<file path="src/inc/fls_defs.svh">
/*
 * Register offsets, field positions, command bytes and timing counts
 * for the lock-bit host controller. Definitions only.
 * Assumes: included by bare name from the rtl files.
 */
`ifndef FLS_DEFS_SVH
`define FLS_DEFS_SVH

// ----------------------------------------------------------------
// register map (byte addresses)
// ----------------------------------------------------------------
`define FLS_OFS_CTRL 12'h000
`define FLS_OFS_ADDR 12'h004
`define FLS_OFS_STAT 12'h008

// ----------------------------------------------------------------
// control fields
// ----------------------------------------------------------------
`define FLS_CTRL_OP_LSB 0
`define FLS_CTRL_OP_MSB 2
`define FLS_CTRL_GO 8
`define FLS_CTRL_HV 9
`define FLS_CTRL_PD 10
`define FLS_CTRL_CLR 11

// ----------------------------------------------------------------
// status fields
// ----------------------------------------------------------------
`define FLS_STAT_SR_MSB 7
`define FLS_STAT_BUSY 8
`define FLS_STAT_RYBY 9
`define FLS_STAT_ERR 10
`define FLS_STAT_ABORT 11
`define FLS_STAT_DONE 12

// ----------------------------------------------------------------
// device status byte bits
// ----------------------------------------------------------------
`define FLS_SR_READY 7
`define FLS_SR_ERASE_ERR 5
`define FLS_SR_PROG_ERR 4
`define FLS_SR_VPP_ERR 3
`define FLS_SR_PROTECT 1

// ----------------------------------------------------------------
// command bytes
// ----------------------------------------------------------------
`define FLS_CMD_LOCK_SETUP 8'h60
`define FLS_CMD_CLR_CONFIRM 8'hD0
`define FLS_CMD_SET_BLOCK 8'h01
`define FLS_CMD_SET_MASTER 8'hF1
`define FLS_CMD_CLR_STATUS 8'h50
`define FLS_CMD_READ_ARRAY 8'hFF

// ----------------------------------------------------------------
// timing: pclk cycles per bus phase, address width, reset values
// ----------------------------------------------------------------
`define FLS_TICK_DIV 4
`define FLS_ADDR_W 20
`define FLS_RST_CTRL 32'h0000_0000

`endif

</file>
<file path="src/inc/fls_pkg.sv">
/*
 * Types shared by the lock-bit host controller files.
 * Assumes: constants come from fls_defs.svh.
 */
package fls_pkg;

    typedef enum logic [2:0] {
        FLS_OP_NONE,
        FLS_OP_CLR_LOCK,
        FLS_OP_SET_BLOCK,
        FLS_OP_SET_MASTER,
        FLS_OP_CLR_STAT,
        FLS_OP_RD_ARRAY
    } fls_op_e;

    typedef enum logic [2:0] {
        FLS_ST_IDLE,
        FLS_ST_WR,
        FLS_ST_RDS,
        FLS_ST_CLS,
        FLS_ST_FFW
    } fls_state_e;

endpackage : fls_pkg

</file>
<file path="src/rtl/fls_tick.sv">
/*
 * Enable divider: one-cycle pulse every DIV pclk cycles.
 * Assumes: single pclk domain, asynchronous active-low reset.
 */
`timescale 1ns/1ps
`include "fls_defs.svh"

module fls_tick #(
    parameter int DIV = `FLS_TICK_DIV
) (
    input wire logic pclk,
    input wire logic presetn,
    output logic tick
);
    logic [7:0] cnt;
    logic [7:0] next_cnt;

    always_comb begin
        if (cnt == 8'(DIV - 1)) begin
            next_cnt = 8'h00;
        end else begin
            next_cnt = cnt + 8'h01;
        end
    end

    always_ff @(posedge pclk or negedge presetn) begin
        if (!presetn) begin
            cnt <= 8'h00;
        end else begin
            cnt <= next_cnt;
        end
    end

    assign tick = (cnt == 8'(DIV - 1));

endmodule : fls_tick

</file>
<file path="src/rtl/fls_host.sv">
/*
 * Host-side controller for a byte-wide flash lock-bit interface:
 * APB register slave, command-sequence engine and flash pin driver.
 * Assumes: flash pins are synchronous to pclk; the device answers
 * status reads within one bus phase; zero-wait APB master.
 */
// Functional notes
// - clear lock bits is write 60h then D0h, any address, in order.
// - after clear lock bits finishes, write FFh to return to array reads.
// - on any error host issues clear-status before retry or recovery.
// - after a reset abort, host repeats the whole command sequence; the engine only goes idle and sets abort.
`timescale 1ns/1ps
`include "fls_defs.svh"

module fls_host #(
    parameter int AW = `FLS_ADDR_W,
    parameter int DIV = `FLS_TICK_DIV
) (
    input wire logic pclk,
    input wire logic presetn,
    input wire logic psel,
    input wire logic penable,
    input wire logic pwrite,
    input wire logic [11:0] paddr,
    input wire logic [31:0] pwdata,
    output logic [31:0] prdata,
    output logic pready,
    output logic pslverr,
    output logic [AW-1:0] flash_addr,
    output logic [7:0] dq_out,
    input wire logic [7:0] dq_in,
    output logic dq_oe_n,
    output logic ce_n,
    output logic we_n,
    output logic oe_n,
    output logic reset_powerdown_n,
    output logic high_voltage_override_level,
    input wire logic ready_busy_n
);
    // ----------------------------------------------------------------
    // apb register file
    // ----------------------------------------------------------------
    logic tick;
    logic acc;
    logic wr_ctrl, wr_addr, hit;
    fls_pkg::fls_op_e op, next_op;
    logic hv, next_hv, pd, next_pd;
    logic [AW-1:0] addr_reg, next_addr_reg;
    logic err, next_err, abort, next_abort, done, next_done;
    logic go;
    logic [7:0] sr, next_sr;
    fls_pkg::fls_state_e st, next_st;
    logic [1:0] phase, next_phase;
    logic step, next_step;
    logic busy;
    logic fin, sr_bad;

    fls_tick #(.DIV(DIV)) u_tick (
        .pclk(pclk),
        .presetn(presetn),
        .tick(tick)
    );

    assign acc = psel && penable;
    assign hit = (paddr == `FLS_OFS_CTRL) || (paddr == `FLS_OFS_ADDR)
        || (paddr == `FLS_OFS_STAT);
    assign wr_ctrl = acc && pwrite && (paddr == `FLS_OFS_CTRL);
    assign wr_addr = acc && pwrite && (paddr == `FLS_OFS_ADDR);
    assign pready = 1'b1;
    assign pslverr = acc && !hit;
    assign busy = (st != fls_pkg::FLS_ST_IDLE);
    // start refused while busy or while the device is held powered down
    assign go = wr_ctrl && pwdata[`FLS_CTRL_GO] && !busy
        && !pwdata[`FLS_CTRL_PD] && !pd;

    always_comb begin
        prdata = 32'h0000_0000;
        if (paddr == `FLS_OFS_CTRL) begin
            prdata[`FLS_CTRL_OP_MSB:`FLS_CTRL_OP_LSB] = op;
            prdata[`FLS_CTRL_HV] = hv;
            prdata[`FLS_CTRL_PD] = pd;
        end else if (paddr == `FLS_OFS_ADDR) begin
            prdata[AW-1:0] = addr_reg;
        end else if (paddr == `FLS_OFS_STAT) begin
            prdata[`FLS_STAT_SR_MSB:0] = sr;
            prdata[`FLS_STAT_BUSY] = busy;
            prdata[`FLS_STAT_RYBY] = ready_busy_n;
            prdata[`FLS_STAT_ERR] = err;
            prdata[`FLS_STAT_ABORT] = abort;
            prdata[`FLS_STAT_DONE] = done;
        end
    end

    always_comb begin
        next_op = op;
        next_hv = hv;
        next_pd = pd;
        next_addr_reg = addr_reg;
        next_err = err;
        next_abort = abort;
        next_done = done;
        if (wr_ctrl) begin
            next_hv = pwdata[`FLS_CTRL_HV];
            next_pd = pwdata[`FLS_CTRL_PD];
            if (pwdata[`FLS_CTRL_CLR]) begin
                next_err = 1'b0;
                next_abort = 1'b0;
                next_done = 1'b0;
            end
            if (go) begin
                next_op = fls_pkg::fls_op_e'(
                    pwdata[`FLS_CTRL_OP_MSB:`FLS_CTRL_OP_LSB]);
                next_done = 1'b0;
            end
        end
        if (wr_addr) begin
            next_addr_reg = pwdata[AW-1:0];
        end
        // hardware set wins over a clear in the same cycle
        if (fin) begin
            next_done = 1'b1;
        end
        // stale status byte must not flag a plain clear-status or read-array
        if (fin && sr_bad && lock_op) begin
            next_err = 1'b1;
        end
        if (pd && busy) begin
            next_abort = 1'b1;
        end
    end

    always_ff @(posedge pclk or negedge presetn) begin
        if (!presetn) begin
            op <= fls_pkg::FLS_OP_NONE;
            hv <= 1'b0;
            pd <= 1'b0;
            addr_reg <= '0;
            err <= 1'b0;
            abort <= 1'b0;
            done <= 1'b0;
        end else begin
            op <= next_op;
            hv <= next_hv;
            pd <= next_pd;
            addr_reg <= next_addr_reg;
            err <= next_err;
            abort <= next_abort;
            done <= next_done;
        end
    end

    // ----------------------------------------------------------------
    // command sequence engine
    // ----------------------------------------------------------------
    logic two_byte, lock_op;
    logic [7:0] wbyte;
    logic [7:0] next_dq_out;
    logic [AW-1:0] next_flash_addr;
    logic next_ce_n, next_we_n, next_oe_n, next_dq_oe_n;
    logic [7:0] last_byte, next_last_byte;

    assign lock_op = (op == fls_pkg::FLS_OP_CLR_LOCK)
        || (op == fls_pkg::FLS_OP_SET_BLOCK)
        || (op == fls_pkg::FLS_OP_SET_MASTER);
    assign two_byte = lock_op;
    // any of the sticky failure bits, incl. the 4+5 sequence error
    assign sr_bad = sr[`FLS_SR_ERASE_ERR] || sr[`FLS_SR_PROG_ERR]
        || sr[`FLS_SR_VPP_ERR] || sr[`FLS_SR_PROTECT];
    assign fin = busy && !pd && tick && (phase == 2'd3) && (
        st == fls_pkg::FLS_ST_FFW
        || (st == fls_pkg::FLS_ST_WR && !lock_op && (step || !two_byte)));

    always_comb begin
        wbyte = `FLS_CMD_READ_ARRAY;
        case (st)
            fls_pkg::FLS_ST_WR: begin
                if (!step) begin
                    case (op)
                        fls_pkg::FLS_OP_CLR_STAT:
                            wbyte = `FLS_CMD_CLR_STATUS;
                        fls_pkg::FLS_OP_RD_ARRAY:
                            wbyte = `FLS_CMD_READ_ARRAY;
                        // no lone setup byte for an undefined op code
                        default: wbyte = lock_op ? `FLS_CMD_LOCK_SETUP
                            : `FLS_CMD_READ_ARRAY;
                    endcase
                end else begin
                    case (op)
                        fls_pkg::FLS_OP_SET_BLOCK:
                            wbyte = `FLS_CMD_SET_BLOCK;
                        fls_pkg::FLS_OP_SET_MASTER:
                            wbyte = `FLS_CMD_SET_MASTER;
                        default: wbyte = `FLS_CMD_CLR_CONFIRM;
                    endcase
                end
            end
            fls_pkg::FLS_ST_CLS: wbyte = `FLS_CMD_CLR_STATUS;
            default: wbyte = `FLS_CMD_READ_ARRAY;
        endcase
    end

    // each bus cycle is four tick phases: set up, strobe, release, idle
    always_comb begin
        next_st = st;
        next_phase = phase;
        next_step = step;
        next_sr = sr;
        next_ce_n = ce_n;
        next_we_n = we_n;
        next_oe_n = oe_n;
        next_dq_oe_n = dq_oe_n;
        next_dq_out = dq_out;
        next_flash_addr = flash_addr;
        next_last_byte = last_byte;
        if (pd) begin
            // abort: release every control, device power-down
            next_st = fls_pkg::FLS_ST_IDLE;
            next_phase = 2'd0;
            next_step = 1'b0;
            next_ce_n = 1'b1;
            next_we_n = 1'b1;
            next_oe_n = 1'b1;
            next_dq_oe_n = 1'b1;
        end else if (st == fls_pkg::FLS_ST_IDLE) begin
            if (go) begin
                next_st = fls_pkg::FLS_ST_WR;
                next_phase = 2'd0;
                next_step = 1'b0;
            end
        end else if (tick) begin
            next_phase = phase + 2'd1;
            if (st == fls_pkg::FLS_ST_RDS) begin
                case (phase)
                    2'd0: begin
                        next_ce_n = 1'b0;
                        next_oe_n = 1'b0;
                    end
                    2'd1: next_sr = dq_in;
                    2'd2: begin
                        next_ce_n = 1'b1;
                        next_oe_n = 1'b1;
                    end
                    default: begin
                        if (sr[`FLS_SR_READY]) begin
                            next_st = sr_bad ? fls_pkg::FLS_ST_CLS
                                : fls_pkg::FLS_ST_FFW;
                        end
                    end
                endcase
            end else begin
                case (phase)
                    2'd0: begin
                        next_flash_addr = addr_reg;
                        next_dq_out = wbyte;
                        next_dq_oe_n = 1'b0;
                        next_ce_n = 1'b0;
                    end
                    2'd1: next_we_n = 1'b0;
                    2'd2: begin
                        next_we_n = 1'b1;
                        next_last_byte = dq_out;
                    end
                    default: begin
                        next_ce_n = 1'b1;
                        next_dq_oe_n = 1'b1;
                        if (st == fls_pkg::FLS_ST_CLS) begin
                            next_st = fls_pkg::FLS_ST_FFW;
                        end else if (st == fls_pkg::FLS_ST_FFW) begin
                            next_st = fls_pkg::FLS_ST_IDLE;
                        end else if (two_byte && !step) begin
                            next_step = 1'b1;
                        end else if (lock_op) begin
                            next_st = fls_pkg::FLS_ST_RDS;
                        end else begin
                            next_st = fls_pkg::FLS_ST_IDLE;
                        end
                    end
                endcase
            end
        end
    end

    always_ff @(posedge pclk or negedge presetn) begin
        if (!presetn) begin
            st <= fls_pkg::FLS_ST_IDLE;
            phase <= 2'd0;
            step <= 1'b0;
            sr <= 8'h00;
            ce_n <= 1'b1;
            we_n <= 1'b1;
            oe_n <= 1'b1;
            dq_oe_n <= 1'b1;
            dq_out <= 8'h00;
            flash_addr <= '0;
            last_byte <= 8'h00;
        end else begin
            st <= next_st;
            phase <= next_phase;
            step <= next_step;
            sr <= next_sr;
            ce_n <= next_ce_n;
            we_n <= next_we_n;
            oe_n <= next_oe_n;
            dq_oe_n <= next_dq_oe_n;
            dq_out <= next_dq_out;
            flash_addr <= next_flash_addr;
            last_byte <= next_last_byte;
        end
    end

    // held low during our reset so the device starts in read-array mode
    assign reset_powerdown_n = presetn && !pd;
    assign high_voltage_override_level = hv;
endmodule : fls_host

</file>
<file path="config.mk">
export PLATFORM = sky130hd
export DESIGN_NAME = fls_host
export DESIGN_NICKNAME = d
export VERILOG_FILES = /design/src/inc/fls_pkg.sv /design/src/rtl/fls_tick.sv /design/src/rtl/fls_host.sv
export VERILOG_INCLUDE_DIRS = /design/src /design/src/inc
export SDC_FILE = /design/constraint.sdc
export NUM_CORES = 1
export LEC_CHECK = 0
export ABC_AREA = 0
export BUFFER_PORTS_ARGS = -buffer_cell sky130_fd_sc_hd__buf_4
export CAP_MARGIN = 40
export CORE_UTILIZATION = 45
export DETAILED_ROUTE_END_ITERATION = 10
export GPL_TIMING_DRIVEN = 1
export PLACE_DENSITY = 0.82
export REMOVE_ABC_BUFFERS = 1
export SETUP_SLACK_MARGIN = 0.1
export SLEW_MARGIN = 10
export SYNTH_ARGS = -nofsm -noshare
export SYNTH_HDL_FRONTEND = slang
export SYNTH_SLANG_ARGS = --single-unit
</file>
<file path="constraint.sdc">
create_clock -name pclk -period 4.1 [get_ports pclk]
set_clock_uncertainty 0.2 [all_clocks]
set_input_delay 0.615 -clock pclk [delete_from_list [all_inputs] [get_ports pclk]]
set_output_delay 0.615 -clock pclk [all_outputs]
set_load 0.01 [all_outputs]
</file>
==> reports/results.md <==
Status
• completed — result of the run

Drt
• 0 — Detail Route Antenna Nets
• 0 — final routed DRC violation total
• 592 um — sum of met3 wire segment lengths after detailed routing
• 16.00 um — Wirelength per Cell
• 3065 — total via count after detailed routing
• 4313 um — sum of met2 wire segment lengths after detailed routing
• 5.463 — detailed-route vias per instance
• 149 — DR iter-0 viols
• 3843 um — detailed-route wire length on metal 1
• met4 — highest signal layer in the routed design
• 4 — TritonRoute pass-1 iters
• 8976 um — Routed WL

Place
• 0.8336 — final RePlAce weighted congestion
• 100 — quantity of I/O buffers inserted on ports
• 1.105 ns — Setup Slack @ Placement
• 6437 um — half-perimeter wire length after placement

STA
• 2.998 ns — final critical-path required period
• 0.3336 GHz — achievable clock frequency
• 0 ns — summed negative setup slack over all endpoints
• 0.7312 — ratio of final minimum period to clock period
• 1.102 ns — fin worst setup slack
• 0.09283 ns — Post-Route Hold Slack
• 0.7390 ns — transition time at the pin with the least slew margin
• no — RSZ-0062 raised after global routing
• 0.5028 — worst slew slack as a fraction of its limit
• 0 — max-slew violation total from the final report
• 0 — Final setup violation count
• 0 — number of failing hold endpoints at the final stage

CTS
• 0 — post-CTS sizing
• clkbuf_8 — clk root buf
• 0 — buffers inserted by post-CTS timing repair
• 2 — Clock Tree Buf Depth
• 80 — number of sinks handled by clock tree synthesis
• 0 — cts-stage hold buffer count
• 0.34 ns — clock insertion delay at the later pin of the skew report
• 9 — clock buffers created by TritonCTS
• 3 — total number of H-tree levels
• built — TritonCTS clock tree
• 0.08 ns — clock transition at the registers of the reported paths

Synth
• multiplexers — combinational family with the most area after synthesis
• 0 — Syn. warnings
• 1.000 — ys async rst share
• 0.1416 — simple-gate share of the synthesized area
• dfrtp_1 — main flop type after synthesis
• 0.01546 — xor and xnor fraction of the mapped netlist area
• 356 — synthesized instance count
• 80 — number of storage elements in the synthesis netlist
• 0.5060 — fraction of the yosys area taken by sequential cells
• 0.4795 — Yosys top cell area share
• 46 — count of unique library cells instantiated by Yosys
• 0.08770 — compound-gate portion of the synthesized area
• dfrtp_1, mux2_2, nor2_1 — ranking of synthesized cells by area
• 0.003966 mm2 — Mapped Area
• 0.1707 — multiplexer share of the synthesized area
• 0 — Post-synth EDFFs
• 0.01893 — Post-Synth Adder-Cell Area
• 11.14 um2 — Mean Syn Cell Area
• dfrtp_1 — library cell with the largest summed area after synthesis

Critical path
• 13 — largest fanout on the critical path
• 1.51 ns — r2r setup slk
• 3.28 ns — worst path required time
• 0.58 ns — largest stage delay on the critical path
• sr[2] — capturing point of the worst reg2reg path
• buf_4 — library cell appearing most often on the critical path
• input pin — startpoint type of the worst setup path
• input pin to output port — Crit Path Category
• output port — Worst setup EP type
• 4 — FF-to-FF path depth
• st[1] — startpoint of the most critical register-to-register path
• 2.18 ns — arrival time at the worst endpoint
• buf_4, nor4_1, nand4_1, nor2_1, buf_4 — critical-path cell list
• nand4_1 — cell type of the slowest stage on the worst timing path

Cells and area
• 0.001772 mm2 — area of the multi-input gates
• 698 — Fillers
• 0.4035 — layout cell share with drive strength beyond 1
• 0.5910 — utilization of the core after routing
• 24.89% — synthesis-to-finish area growth
• 0.002007 mm2 — Sequential Area
• 515 — post-layout net count
• 0 — number of antenna repair diodes

Power
• 292.9 mW/mm2 — Cell Pwr Density
• 181.5 uV — Worst VDD drop
• 2.467 nW — P_leak

Global routing
• 52 — largest net degree at the start of global routing
• 0 — global-route congestion overflow total
• 3119 — vias in the first global route
• 0 — initial antenna violation count
• 14750 um — wire length of the first global-routing pass
• 0.2134 — Overall Global Routing Usage

Hold path
• input pin to asynchronous set/reset pin — kind of path behind the tightest hold check

Die
• 0.4732 — starting utilization of the core area
• 0.008382 mm2 — core footprint
• 126 — I/O pins
• 33 — row count
• 95.88 um — die outline width
• 0.009193 mm2 — Total Die Area
• 95.88 um — y dimension of the die

Run
• 0 — Max Cap Violations

[per-layer routing]
layer | track usage | up-vias
met5 | 0 | -
li1 | - | 1433
met4 | 0.1182 | 0
met3 | 0.04660 | 22
met2 | 0.3494 | 123
met1 | 0.2620 | 1487
[area by class of cell]
class,count,area share
tap,105,0.02652
multi-input combinational,247,0.3577
timing repair buffer,107,0.1662
clock inverter,5,0.01137
inverter,6,0.004547
sequential,80,0.4052
clock buffer,11,0.02854
[where the power goes]
group          internal [mW]  total [mW]  switching, mW
combinational         0.0368      0.0768         0.0399
clock                  0.297       0.585          0.288
sequential             0.789       0.789       0.000304
total                   1.12        1.45          0.328
[cells in the mapped netlist (4+ instances only)]
master / instances
mux2_2: 53
clkbuf_1: 13
mux2i_1: 8
and3_1: 10
nand3_1: 10
o21ai_0: 7
nor2_1: 43
nor3_1: 4
nor4_1: 4
a21oi_1: 15
a22oi_1: 8
nand4_1: 4
dfstp_2: 4
inv_1: 6
dfrtp_1: 76
buf_4: 16
a31oi_1: 4
ha_1: 6
xnor2_1: 5
nand2_1: 16
nor2b_1: 7
[through the flow]
step,cell area (um2),power (mW),cells
3_3_place_gp,4728,0.8775,544
5_1_grt,4954,1.506,561
3_5_place_dp,4756,0.8829,545
6_report,4954,1.451,561
4_1_cts,4954,1.465,561
2_1_floorplan,3801,0.8201,333
[cells by family after synthesis]
kind of cell	after synthesis
AND/OR/NAND/NOR	109
flip-flops	80
multiplexers	61
AO/OA/AOI/OAI	51
buffers and inverters	40
XOR/XNOR	7
adder cells (fa/ha/maj)	6
other	2
[worst max-delay path, delay by kind of cell]
family | cells | cell delay (ns)
buffers and inverters | 2 | 0.28
and+or+nand+nor | 3 | 1.28
[worst max path at each step]
| stage | cells past startpoint | slack [ns] | from | endpoint |
|---|---|---|---|---|
| final | 5 | 1.10 | paddr[9] | prdata[10] |
| after global routing | 5 | 0.94 | paddr[9] | prdata[10] |
| after CTS | 5 | 1.10 | paddr[9] | prdata[10] |
| after detailed placement | 5 | 1.10 | paddr[9] | prdata[10] |
| after global placement | 5 | 1.10 | paddr[9] | prdata[10] |
| after floorplan | 4 | 1.39 | u_tick.cnt[5] | flash_addr[0] |
[placed cells by master, fill, tap and decap left out, types with 3 or more instances in the layout]
cell type	n
mux2i_1	8
dfstp_2	4
nor2_1	43
inv_1	6
a22oi_1	8
dfrtp_1	76
nand2_1	16
nand4_1	4
nor3_1	4
a31oi_1	4
clkbuf_8	10
mux2_2	53
nor4_1	4
o31ai_1	3
o21ai_0	7
conb_1	13
and3_1	10
xnor2_1	5
nor2b_1	7
buf_4	106
nand3_1	10
a21oi_1	15
ha_1	6
No activity file was read; power rests on OpenSTA's default activity.
